[config.mk]
export PLATFORM = sky130hd
export DESIGN_NAME = pwm_8p2_generator
export DESIGN_NICKNAME = d
export VERILOG_FILES = /design/src/pwm_mod_pkg.sv /design/src/pwm_8p2_generator.sv
export SDC_FILE = /design/constraint.sdc
export NUM_CORES = 1
export LEC_CHECK = 0
export ABC_AREA = 0
export BUFFER_PORTS_ARGS = -buffer_cell sky130_fd_sc_hd__buf_2
export CAP_MARGIN = 10
export CORE_MARGIN = 3
export CORE_UTILIZATION = 40
export DETAILED_ROUTE_END_ITERATION = 10
export SYNTH_ARGS = -nofsm -noshare
export SYNTH_HDL_FRONTEND = slang
export SYNTH_SLANG_ARGS = --single-unit
[constraint.sdc]
create_clock -name ref_clk_in -period 6.13 [get_ports ref_clk_in]
set_input_delay 0.3065 -clock ref_clk_in [delete_from_list [all_inputs] [get_ports ref_clk_in]]
set_output_delay 0.3065 -clock ref_clk_in [all_outputs]
set_load 0.05 [all_outputs]
[src/pwm_mod_pkg.sv]
// Purpose: Shared constants and state layout for the (8+2)-bit pulse width modulator.
// Assumes: AHB-Lite register access, one word per nibble register.
// Notes:   Byte address of a register is four times its index.
package pwm_mod_pkg;

  // Register indices on the bus; the byte address is four times the index.
  localparam logic [7:0] IDX_CONTROL     = 8'h20;
  localparam logic [7:0] IDX_PERIOD_LOW  = 8'h22;
  localparam logic [7:0] IDX_PERIOD_HIGH = 8'h23;
  localparam logic [7:0] IDX_DUTY_FRAC   = 8'h24;
  localparam logic [7:0] IDX_DUTY_LOW    = 8'h25;
  localparam logic [7:0] IDX_DUTY_HIGH   = 8'h26;
  localparam int         ADDR_W          = 10;

  // Control register field positions and reset value.
  localparam int         CTRL_PIN_EN_BIT  = 0;
  localparam int         CTRL_PRESCALE_LO = 1;
  localparam int         CTRL_POLARITY    = 3;
  localparam logic [3:0] CTRL_RESET       = 4'h8;

  // Prescaler terminal counts for 1, 2, 4 and 8 oscillator periods.
  localparam logic [2:0] DIV_LIMIT_1 = 3'h0;
  localparam logic [2:0] DIV_LIMIT_2 = 3'h1;
  localparam logic [2:0] DIV_LIMIT_4 = 3'h3;
  localparam logic [2:0] DIV_LIMIT_8 = 3'h7;

  // Bus constants.
  localparam logic [1:0] HTRANS_NONSEQ = 2'h2;
  localparam logic       HRESP_OKAY    = 1'h0;

  // Whole state of the modulator and its bus slave.
  typedef struct packed {
    logic [3:0]  control;       // Pin enable, prescale select, polarity.
    logic [3:0]  period_low;    // Buffered period bits 3:0.
    logic [3:0]  period_high;   // Buffered period bits 7:4.
    logic [1:0]  duty_fine;     // Buffered fine-tune bits.
    logic [3:0]  duty_low;      // Buffered duty bits 3:0.
    logic [3:0]  duty_high;     // Buffered duty bits 7:4.
    logic [7:0]  period_act;    // Period in use.
    logic [7:0]  duty_act;      // Duty in use.
    logic [1:0]  fine_act;      // Fine-tune in use.
    logic [7:0]  period_pend;   // Period waiting for the next period start.
    logic [7:0]  duty_pend;     // Duty waiting for the next period start.
    logic [1:0]  fine_pend;     // Fine-tune waiting for the next period start.
    logic        reload_pend;   // A new value waits for the next period start.
    logic [2:0]  div_cnt;       // Prescaler count.
    logic [7:0]  mod_cnt;       // Position inside the current period.
    logic [1:0]  mod_idx;       // Modulation cycle number 0 to 3.
    logic        wave;          // Modulator output level.
    logic        wr_pend;       // A write data phase is due.
    logic [7:0]  wr_idx;        // Register index of that write.
    logic [31:0] rdata;         // Read data for the data phase.
  } pwm_state_t;

endpackage : pwm_mod_pkg
[src/pwm_8p2_generator.sv]
// Purpose: (8+2)-bit pulse width modulator with prescaler, behind an AHB-Lite slave.
// Assumes: One clock; all inputs synchronous to it; single word transfers only.
// Notes:   New period and duty values are applied only at a period start.
`timescale 1ns/100ps
`default_nettype none

module pwm_8p2_generator #(
  parameter int PERIOD_W = 8                         // Width of period and duty values.
) (
  input  wire logic        ref_clk_in,               // System clock, 250 MHz.
  input  wire logic        rst_n_in,                 // Asynchronous reset, active low.
  input  wire logic        hsel_in,                  // Slave select.
  input  wire logic [31:0] haddr_in,                 // Byte address.
  input  wire logic [1:0]  htrans_in,                // Transfer type.
  input  wire logic        hwrite_in,                // Write when high.
  input  wire logic [2:0]  hsize_in,                 // Transfer size.
  input  wire logic        hready_in,                // Bus ready.
  input  wire logic [31:0] hwdata_in,                // Write data.
  output logic      [31:0] hrdata_out,               // Read data.
  output logic             hreadyout_out,            // Slave ready.
  output logic             hresp_out,                // Response, always OKAY.
  input  wire logic        halt_mode_in,             // Core halted; modulator keeps running.
  input  wire logic        stop_mode_in,             // Stop mode; modulator freezes.
  input  wire logic        port_data_in,             // Port output value.
  input  wire logic        port_oe_in,               // Port output enable.
  input  wire logic        port_pullup_in,           // Port pull-up request.
  output logic             shared_port_pin_out,      // Pin output value.
  output logic             shared_port_pin_oe_out,   // Pin output enable.
  output logic             shared_port_pullup_out    // Pin pull-up enable.
);

  // Refuse widths that the nibble registers cannot carry.
  if (PERIOD_W != 8) begin : g_width_check
    $error("PERIOD_W must be 8");
  end

  pwm_mod_pkg::pwm_state_t s_ff;
  pwm_mod_pkg::pwm_state_t nxt_s;

  logic             addr_phase;
  logic [7:0]       addr_idx;
  logic [2:0]       div_limit;
  logic             tick;
  logic             period_start;
  logic [8:0]       width;
  logic             polarity;
  logic             halt_seen;

  // Address phase decode; the index is the word address.
  assign addr_phase = hsel_in && hready_in && (htrans_in == pwm_mod_pkg::HTRANS_NONSEQ);
  assign addr_idx   = haddr_in[pwm_mod_pkg::ADDR_W-1:2];
  assign polarity   = s_ff.control[pwm_mod_pkg::CTRL_POLARITY];
  assign halt_seen  = halt_mode_in;  // Halt has no effect on the modulator.

  // Prescaler terminal count from the clock select field.
  always_comb begin
    unique case (s_ff.control[pwm_mod_pkg::CTRL_PRESCALE_LO +: 2])
      2'h0: div_limit = pwm_mod_pkg::DIV_LIMIT_1;
      2'h1: div_limit = pwm_mod_pkg::DIV_LIMIT_2;
      2'h2: div_limit = pwm_mod_pkg::DIV_LIMIT_4;
      2'h3: div_limit = pwm_mod_pkg::DIV_LIMIT_8;
    endcase
  end

  // One modulator clock enable per prescaled period; none in stop mode.
  assign tick = !stop_mode_in && (s_ff.div_cnt >= div_limit);

  // A period ends on the tick that reaches the programmed length.
  assign period_start = tick && ((s_ff.period_act == 8'h00) ||
                                 (s_ff.mod_cnt >= s_ff.period_act - 8'h01));

  // Active width: duty, plus one clock in cycles below the fine-tune value.
  assign width = {1'b0, s_ff.duty_act} +
                 {8'h00, (s_ff.mod_idx < s_ff.fine_act)};

  // Next state: prescaler, period counter, reload, bus writes and read data.
  always_comb begin
    logic [7:0] nw;
    logic [8:0] wnx;
    logic       act;
    nw    = 8'h00;
    wnx   = 9'h000;
    act   = 1'b0;
    nxt_s = s_ff;

    if (!stop_mode_in) begin
      nxt_s.div_cnt = tick ? 3'h0 : s_ff.div_cnt + 3'h1;
    end

    // Counter wraps at the period end and steps the modulation cycle.
    if (period_start) begin
      nxt_s.mod_cnt = 8'h00;
      nxt_s.mod_idx = s_ff.mod_idx + 2'h1;
      if (s_ff.reload_pend) begin
        nxt_s.period_act  = s_ff.period_pend;
        nxt_s.duty_act    = s_ff.duty_pend;
        nxt_s.fine_act    = s_ff.fine_pend;
        nxt_s.reload_pend = 1'b0;
      end
    end else if (tick) begin
      nxt_s.mod_cnt = s_ff.mod_cnt + 8'h01;
    end

    // Bus write data phase; a write that meets a reload keeps its flag.
    nxt_s.wr_pend = addr_phase && hwrite_in;
    nxt_s.wr_idx  = addr_idx;
    if (s_ff.wr_pend) begin
      unique case (s_ff.wr_idx)
        pwm_mod_pkg::IDX_CONTROL:     nxt_s.control = hwdata_in[3:0];
        pwm_mod_pkg::IDX_PERIOD_LOW:  nxt_s.period_low = hwdata_in[3:0];
        pwm_mod_pkg::IDX_PERIOD_HIGH: begin
          nxt_s.period_high = hwdata_in[3:0];
          nxt_s.period_pend = {hwdata_in[3:0], s_ff.period_low};
          nxt_s.duty_pend   = {s_ff.duty_high, s_ff.duty_low};
          nxt_s.fine_pend   = s_ff.duty_fine;
          nxt_s.reload_pend = 1'b1;
        end
        pwm_mod_pkg::IDX_DUTY_FRAC:   nxt_s.duty_fine = hwdata_in[1:0];
        pwm_mod_pkg::IDX_DUTY_LOW:    nxt_s.duty_low = hwdata_in[3:0];
        pwm_mod_pkg::IDX_DUTY_HIGH: begin
          nxt_s.duty_high   = hwdata_in[3:0];
          nxt_s.period_pend = {s_ff.period_high, s_ff.period_low};
          nxt_s.duty_pend   = {hwdata_in[3:0], s_ff.duty_low};
          nxt_s.fine_pend   = s_ff.duty_fine;
          nxt_s.reload_pend = 1'b1;
        end
        default: nxt_s.wr_pend = nxt_s.wr_pend;  // Unmapped writes are dropped.
      endcase
    end

    // Read data for the coming data phase, taken after any write lands.
    nxt_s.rdata = 32'h0000_0000;
    if (addr_phase && !hwrite_in) begin
      unique case (addr_idx)
        pwm_mod_pkg::IDX_CONTROL:     nxt_s.rdata[3:0] = nxt_s.control;
        pwm_mod_pkg::IDX_PERIOD_LOW:  nxt_s.rdata[3:0] = nxt_s.period_low;
        pwm_mod_pkg::IDX_PERIOD_HIGH: nxt_s.rdata[3:0] = nxt_s.period_high;
        pwm_mod_pkg::IDX_DUTY_FRAC:   nxt_s.rdata[1:0] = nxt_s.duty_fine;
        pwm_mod_pkg::IDX_DUTY_LOW:    nxt_s.rdata[3:0] = nxt_s.duty_low;
        pwm_mod_pkg::IDX_DUTY_HIGH:   nxt_s.rdata[3:0] = nxt_s.duty_high;
        default:                      nxt_s.rdata = 32'h0000_0000;
      endcase
    end

    // Output level for the next state: active from period start for the width while the period is nonzero and above the duty.
    nw  = nxt_s.mod_cnt;
    wnx = {1'b0, nxt_s.duty_act} + {8'h00, (nxt_s.mod_idx < nxt_s.fine_act)};
    act = {1'b0, nw} < wnx;
    if (nxt_s.period_act == 8'h00) begin
      nxt_s.wave = nxt_s.control[pwm_mod_pkg::CTRL_POLARITY];
    end else if (nxt_s.period_act <= nxt_s.duty_act) begin
      nxt_s.wave = !nxt_s.control[pwm_mod_pkg::CTRL_POLARITY];
    end else begin
      nxt_s.wave = nxt_s.control[pwm_mod_pkg::CTRL_POLARITY] ? act : !act;
    end
  end

  // State register.
  always_ff @(posedge ref_clk_in or negedge rst_n_in) begin
    if (!rst_n_in) begin
      s_ff         <= '0;
      s_ff.control <= pwm_mod_pkg::CTRL_RESET;
      s_ff.wave    <= 1'b1;
    end else begin
      s_ff <= nxt_s;
    end
  end

  // Bus answers at once with OKAY.
  assign hrdata_out    = s_ff.rdata;
  assign hreadyout_out = 1'b1;
  assign hresp_out     = pwm_mod_pkg::HRESP_OKAY;

  // Pin sharing: the modulator takes the pin and drops port drive and pull-up.
  assign shared_port_pin_out    = s_ff.control[pwm_mod_pkg::CTRL_PIN_EN_BIT] ?
                                  s_ff.wave : port_data_in;
  assign shared_port_pin_oe_out = s_ff.control[pwm_mod_pkg::CTRL_PIN_EN_BIT] ||
                                  port_oe_in;
  assign shared_port_pullup_out = !s_ff.control[pwm_mod_pkg::CTRL_PIN_EN_BIT] &&
                                  port_pullup_in;
endmodule : pwm_8p2_generator

`default_nettype wire

# Word level (Yosys, flattened, before mapping)
# Cells that the tools add are included.
dict set report totals {
  register_bits 114
  latchBits 0
  ramBits 0
  rom_bits 0
  in_bits 79
  output_inout_bits 37
  n_memories 0
}
dict set report op_classes {
  n_addsub 5
  n_mul 0
  div 0
  n_lt_le_gt_ge 5
  eq_ne 16
  shift 0
  n_mux 24
  bitwise_logic 0
  n_reduce_logical 19
}
# op count
set op_table {}
lappend op_table {{equality test 8 x 6 -> 1 bit, second input constant} 12}
lappend op_table {{one-hot mux 19 bit (2 select lines)} 1}
lappend op_table {{2-to-1 mux 18 bit} 2}
lappend op_table {{2-to-1 mux 4 bit} 6}
lappend op_table {{2-to-1 mux 22 bit} 1}
lappend op_table {{zero test 8 bit} 2}
lappend op_table {{2-to-1 mux 8 bit} 2}
lappend op_table {{one-hot mux 2 bit (6 select lines)} 1}
lappend op_table {{one-hot mux 3 bit (4 select lines)} 1}
lappend op_table {{one-hot mux 2 bit (5 select lines)} 1}
lappend op_table {{adder 8 x 1 -> 9 bit} 1}
lappend op_table {{less-than comparator 8 x 9 -> 1 bit} 1}
lappend op_table {{adder 8 x 1 -> 8 bit, second input constant} 1}
lappend op_table {{greater-or-equal comparator 8 bit} 1}
lappend op_table {{less-or-equal comparator 8 bit} 1}
lappend op_table {{subtractor 8 x 1 -> 8 bit, second input constant} 1}
lappend op_table {{logical AND 1 bit} 7}
lappend op_table {{equality test 2 bit, second input constant} 3}
lappend op_table {{2-to-1 mux 1 bit} 6}
lappend op_table {{zero test 1 bit} 5}
lappend op_table {{2-to-1 mux 2 bit} 2}
lappend op_table {{adder 3 x 1 -> 3 bit, second input constant} 1}
lappend op_table {{greater-or-equal comparator 3 bit} 1}
lappend op_table {{2-to-1 mux 3 bit} 1}
lappend op_table {{other kinds (7)} 8}

# Longest topological paths before layout
# Gate-level depths: netlist (run 1).
dict set report logic_depth {
  ltp_word 13
  depth_mapped 30
  ltp_nobuf 29
}

# Least setup slack after synthesis (run 1)
# No wires, ideal clock.
dict set report synth_timing {
  path_type {flip-flop to flip-flop}
  from {register s_ff[86] in the netlist's numbering}
  to {register s_ff[41] in the netlist's numbering}
  setup_ns 0.075
  arrival_time_ns 5.406
  required_ns 6.055
  path_slack_ns 0.648
  stages_incl_launch_ff 27
  synth_period_minus_slack_ns 5.482
  path_cell_list {dfrtp_1 > nor4_1 > nor2b_1 > xnor2_1 > ha_1 > a211o_1 > a221oi_2 > o31ai_4 > nand2_4 > buf_2 > mux2i_1 > ha_1 > a21oi_2 > ha_1 > ha_1 > nand3_1 > xor2_1 > nand2_1 > o21ai_0 > ha_1 > a211oi_1 > o211ai_1 > a31oi_1 > o311ai_1 > a311o_1 > nand3_1 > xnor2_1}
}
# element line_no
set synth_lines {}
lappend synth_lines {{start: declaration} pwm_8p2_generator.sv:37} ;# pwm_mod_pkg::pwm_state_t s_ff;
lappend synth_lines {{start signal: assignment} pwm_8p2_generator.sv:165} ;# s_ff <= nxt_s;

==> reports/metrics.yaml, run 1 <==
route:
  firstDrtPassIters: 4
  wl_per_cell_um: 15.6
  wl_mm: 10.4
  drt-initial-drc-count: 106
  drc: 0
  ant_nets: 0
  vias: 3388
  vias_per_cell: 5.06
min_path:
  hold_start: "haddr_in[7]"
  whs_path_depth: 1
  hp-class: "primary input to register"
  min_delay_worst_endpoint: "s_ff[37]"
clock_network:
  clkLatencyLatePin_ns: 0.34
  cts-root-buf: "clkbuf_16"
  tritoncts: "yes"
  cts_hold_buffers: 0
  h-tree-depth: 3
  clockBufferDepth: 2
  numCtsBuffers: 9
  cts.sinks: 86
  path_clk_slew_ns: 0.06
synthesis:
  avgSynthCellArea_um2: 11.0
  synth_top_cell_by_area: "dfrtp_1"
  ys.warnings.count: 0
  async_flop_share: 1.00
  seq_area_frac_synth: 0.421
  synth_edf_count: 0
  synth_seq_cells: 86
  yosys.area.top_type_share: 0.411
  synthFlopType: "dfrtp_1"
  ys_types: 62
  synth.area.top_cells: "dfrtp_1, mux2_2, ha_1, buf_4, a22o_1"
  syn-instance-count: 464
  syn-cell-area_um2: 5120
sta:
  finalMaxSlewViolations: 0
  setup_viol: 0
  clock.fmax_mhz: 174
  slew_headroom: 0.293
  finalCritPeriodShare: 0.939
  post-route-min-period_ns: 5.76
  setup_slack_ns: 0.373
  worstMarginPinSlew_ns: 1.06
  finalHoldViolCount: 0
  clock_skew_ns: 0.00781
global_route:
  track_usage: 0.150
  grt_overflow: 0
  grt_max_degree: 87
  antenna_found_initial: 0
  grt_first_pass_wirelength_mm: 17.0
  grt_pass1_vias: 3392
power:
  peakVddDrop_mv: 0.170
  p_leak_nw: 2.81
  powerDensity_nw_per_um2: 256
critical_path:
  path_depth: 27
  slowest_delay_ns: 0.47
  worst-path-max-fanout: 7
  reg2reg_setup_slack_ns: 0.37
  r2r_start: "s_ff[84]"
  cp_num_buf_inv: 1
  slowest_stage: "o31ai_4"
  rr_endpoint: "s_ff[41]"
  cp_data_required_time_ns: 6.39
  crit_type: "register to register"
  critPathTopFamily: "compound AO/OA/AOI/OAI gates"
  r2r_cells: 27
  worst_ep_arrival_time_ns: 6.02
  start_kind: "register"
  cp-end-kind: "register"
  cpMostUsedCell: "ha_1"
floorplanning:
  die_x_um: 119
  die_y_um: 119
  io_pins: 116
  die_area_um2: 14200
  core_area_um2: 12300
  start_util: 0.417
  rows: 40
place:
  gp_congestion: 0.798
  hpwlAfterDp_mm: 7.95
  io_buffers: 29
  placed_area_um2: 5280
  post-place-ws_ns: 0.209
  dp.cells: 650
run:
  drv_cap: 0
layout:
  final_area_um2: 5640
  nets: 607
  area.growth.synth_to_final_pct: 10.3
  drive_above_1_share: 0.240
  n_antenna_cell: 0
  fin_cells: 669
  utilization: 0.460
outcome:
  status: "finished clean"
## worst register-to-register path: stages, from the launching register on
cell and delay (ns):
dfrtp_1 0.43, inv_1 0.11, ha_1 0.19, nor3b_4 0.27, nand2_1 0.10, xor2_1 0.15, ha_1 0.30, nand4_1 0.15
o31ai_4 0.47, and2_1 0.23, nand2_1 0.07, xnor2_1 0.22, ha_1 0.29, a21oi_2 0.13, ha_1 0.19, ha_2 0.26
nand3_1 0.11, xor2_1 0.15, nand2_1 0.07, o21ai_1 0.13, ha_1 0.30, a211oi_1 0.24, o211ai_1 0.12, a31oi_1 0.15
o311ai_1 0.14, a311o_1 0.37, nand3_1 0.20, xnor2_1 0.16
## cell usage in the layout, fill, tap and decap left out, types with 3 or more instances in the layout
cell	n
and3_1	5
nand4b_1	3
mux2_4	9
and2_1	3
dfrtp_1	84
nor2b_1	6
xnor2_1	11
o21a_1	4
nand2_1	26
nand3_1	18
xor2_1	11
nor3_1	4
buf_2	28
a31oi_1	4
o21ai_0	18
nor2_1	21
mux2_2	37
nand2b_1	11
or2_2	3
mux2i_1	13
a211oi_1	5
a22o_1	16
inv_1	21
a21oi_1	4
ha_1	31
buf_4	8
clkbuf_16	9
nand4_1	6
conb_1	30
nor4_1	3
## state kept, by name, summed over array words and instances, names as in the netlist
name and flops:
s_ff 81, hrdata_out 4, polarity 1
## cell usage after synthesis, types with 3 or more instances
library cell / n
dfrtp_1: 84
mux2_2: 37
buf_4: 35
ha_1: 32
nand2_1: 26
inv_1: 21
nor2_1: 21
o21ai_0: 19
nand3_1: 18
a22o_1: 16
mux2i_1: 13
nand2b_1: 11
xnor2_1: 11
xor2_1: 11
mux2_4: 9
nand4_1: 6
nor2b_1: 6
a211oi_1: 5
and3_1: 5
a21oi_1: 4
a31oi_1: 4
buf_6: 4
nor3_1: 4
nor4_1: 4
o21a_1: 4
and2_1: 3
buf_2: 3
nand4b_1: 3
or2_2: 3
## cell families (layout without fill, tap and decap cells)
group | Yosys count | count (layout) | share of synthesized area
adders and majority gates | 32 | 32 | 0.0782
buffers and inverters | 64 | 73 | 0.0792
AOI/OAI and AO/OA | 71 | 71 | 0.103
other | 2 | 30 | 0.00147
muxes | 59 | 59 | 0.133
DFF | 86 | 86 | 0.421
and+or+nand+nor | 128 | 128 | 0.146
xor gates and xnor gates | 22 | 22 | 0.0377
## what timing repair did
| action | CTS | global route |
|---|---|---|
| setup buffers | 0 | 3 |
| resized for setup | 0 | 4 |
| endpoints found under the setup margin | 0 | 1 |
## per-stage QoR
stage	TNS (ns)	total power, mW	hold WS, ns
after floorplan	0	0.815	0.0109
after global placement	0	0.858	0.423
after detailed placement	0	0.867	0.431
after CTS	0	1.46	0.0741
after global routing	-0.0249	1.51	0.0811
final	0	1.44	0.0871
## metal layers
| metal | vias to the layer above | track usage | wire [um] |
|---|---|---|---|
| met5 | - | 0 | 0 |
| met4 | 0 | 0.0333 | 101 |
| met3 | 9 | 0.0375 | 392 |
| met2 | 74 | 0.251 | 5070 |
| met1 | 1630 | 0.196 | 4880 |
| li1 | 1675 | - | - |
## how the worst max path moves through the flow
stage,start,to,slack (ns)
finish,s_ff[84],s_ff[41],0.37
floorplan,s_ff[86],s_ff[41],0.65
global route,s_ff[86],s_ff[41],-0.02
global placement,s_ff[84],s_ff[41],0.32
CTS,s_ff[84],s_ff[41],0.19
detailed placement,s_ff[84],s_ff[41],0.21
## report_power, final
group | internal [mW] | total (mW) | switching, mW
combinational | 0.0819 | 0.240 | 0.158
sequential | 0.597 | 0.617 | 0.0201
clock | 0.358 | 0.585 | 0.227
## layout make-up
cell class,instances,area (um2)
repair buffers,36,200
clock inverters,7,97.6
flip-flops and latches,86,2150
fillers,1137,6620
clock buffers,9,225
inverters,21,78.8
well taps,168,210
multi-input cells,342,2680
Note: power is estimated with default switching activity, not from simulation.
==> inputs of run 2 (changes only) <==
- REMOVE_ABC_BUFFERS: unset -> 1
==> run 2 against run 1 <==
Global-route usage barely moved. Design area about the same. Hold slack got worse by 0.0073 ns. First-iteration DRC count is 4.7% higher. Core utilization about the same. Maximum frequency increased by 1.5%. Power decreased by 4.6%. Final cell count grew 0.45%. Highest routed layer unchanged. Critical endpoint unchanged.
==> reports/metrics.yaml, run 2 (synthesis results as in run 1) <==
power:
  powerDensity_nw_per_um2: 244
  pwr-share-comb: 0.168
  seqPwrFrac: 0.449
  switching_share: 0.294
  clockPowerShare: 0.383
  p_int_uw: 972
  peakVddDrop_mv: 0.145
  p_leak_nw: 2.81
  switchingPower_uw: 404
sta:
  fin_tns_setup_ns: 0
  finalCritPeriodShare: 0.926
  slew_headroom: 0.431
  clock_skew_ns: 0.00904
  post-route-min-period_ns: 5.67
  grt_setup_unrepaired: "no"
  setup_viol: 0
  clock.fmax_mhz: 176
  finalMaxSlewViolations: 0
  setup_slack_ns: 0.456
  whs_ns: 0.0799
  finalHoldViolCount: 0
  worstMarginPinSlew_ns: 0.853
route:
  ant_nets: 0
  firstDrtPassIters: 4
  vias_per_cell: 5.01
  drc: 0
  wl_per_cell_um: 15.3
  drt-initial-drc-count: 111
  wl_mm: 10.3
  vias: 3368
clock_network:
  h-tree-depth: 3
  cts.sinks: 86
  cts-root-buf: "clkbuf_16"
  numCtsBuffers: 9
  path_clk_slew_ns: 0.07
  tritoncts: "yes"
  clockBufferDepth: 2
  clkLatencyLatePin_ns: 0.34
layout:
  drive_above_1_share: 0.244
  top_register: "s_ff"
  layout_common_cells: "dfrtp_1, mux2_2, ha_1, conb_1, buf_2"
  utilization: 0.461
  fillers: 1157
  largest_register_ffs: 81
  area.growth.synth_to_final_pct: 10.3
  n_antenna_cell: 0
  nets: 610
  final_common_cell: "dfrtp_1"
critical_path:
  crit_type: "register to register"
  cp_data_required_time_ns: 6.38
  worst-path-max-fanout: 25
  cpMostUsedCell: "buf_4"
  cp_num_buf_inv: 4
  cp-end-kind: "register"
  slowest_stage: "dfrtp_1"
  critPathTopFamily: "compound AO/OA/AOI/OAI gates"
  reg2reg_setup_slack_ns: 0.46
  start_kind: "register"
  worst_ep_arrival_time_ns: 5.93
  slowest_delay_ns: 0.45
floorplanning:
  die_y_um: 119
  rows: 40
  start_util: 0.417
  die_area_um2: 14200
  io_pins: 116
  die_x_um: 119
  core_area_um2: 12300
place:
  io_buffers: 29
  gp_congestion: 0.814
  post-place-ws_ns: 0.104
  hpwlAfterDp_mm: 7.91
global_route:
  grt_pass1_vias: 3527
  antenna_found_initial: 0
  track_usage: 0.150
  grt_first_pass_wirelength_mm: 17.1
  grt_max_degree: 64
  grt_overflow: 0
outcome:
  status: "finished clean"
min_path:
  hp-class: "primary input to register"
run:
  drv_cap: 0
run 2: final timing paths:
path                              from       end  depth (start not counted)
max                           s_ff[87]  s_ff[41]                         26
min reg2reg                   s_ff[42]  s_ff[42]                          1
max reg2reg                   s_ff[87]  s_ff[41]                         26
min in group asynchronous     rst_n_in  s_ff[55]                          2
max in group asynchronous     rst_n_in  s_ff[95]                          3
min                        haddr_in[6]  s_ff[36]                          1
run 2: per-stage QoR:
stage	instances	cell area (um2)	power [mW]
final	672	5650	1.38
after global routing	672	5650	1.45
after CTS	669	5600	1.40
after detailed placement	652	5300	0.862
after global placement	652	5300	0.855
after floorplan	449	4900	0.791
run 2: power groups by stage:
stage | sequential (mW) | combinational (mW) | clock, mW
after floorplan | 0.622 | 0.170 | 0
after global placement | 0.627 | 0.228 | 0
after detailed placement | 0.628 | 0.234 | 0
after CTS | 0.618 | 0.235 | 0.543
after global routing | 0.621 | 0.264 | 0.564
final | 0.618 | 0.232 | 0.527
run 2: area by class of cell:
class                   instances  area, um2  area share
multi-input cells             342       2690       0.476
flip-flops and latches         86       2150       0.382
clock buffers                  10        239      0.0423
repair buffers                 39        225      0.0399
well taps                     168        210      0.0372
inverters                      21       78.8      0.0140
clock inverters                 6       51.3     0.00908
run 2: what timing repair did:
item	CTS	global route
endpoints found under the hold margin	23	0
setup endpoints to repair	0	1
hold buffers	1	0
buffers inserted	0	3
resized for setup	0	6
run 2: per-layer routing:
metal  track usage  up-vias  wire (um)
li1              -     1667          -
met1         0.197     1632       4910
met5             0        -          0
met3        0.0285       12        280
met4        0.0514        0        208
met2         0.249       57       4870
run 2: worst register-to-register path, stage by stage, from the launching register on:
cell	delay (ns)
dfrtp_1	0.45
nor4_1	0.28
buf_4	0.17
nor2b_1	0.15
xnor2_1	0.15
ha_1	0.27
a211o_1	0.30
a221oi_4	0.27
o31ai_4	0.15
buf_4	0.18
nand2_4	0.08
buf_4	0.32
mux2i_1	0.40
inv_1	0.12
ha_2	0.25
nand3_1	0.11
xor2_1	0.14
nand2_1	0.06
o21ai_1	0.12
ha_1	0.29
a211oi_1	0.25
o211ai_1	0.11
a31oi_1	0.14
o311ai_1	0.12
a311o_1	0.37
nand3_1	0.17
xnor2_1	0.18
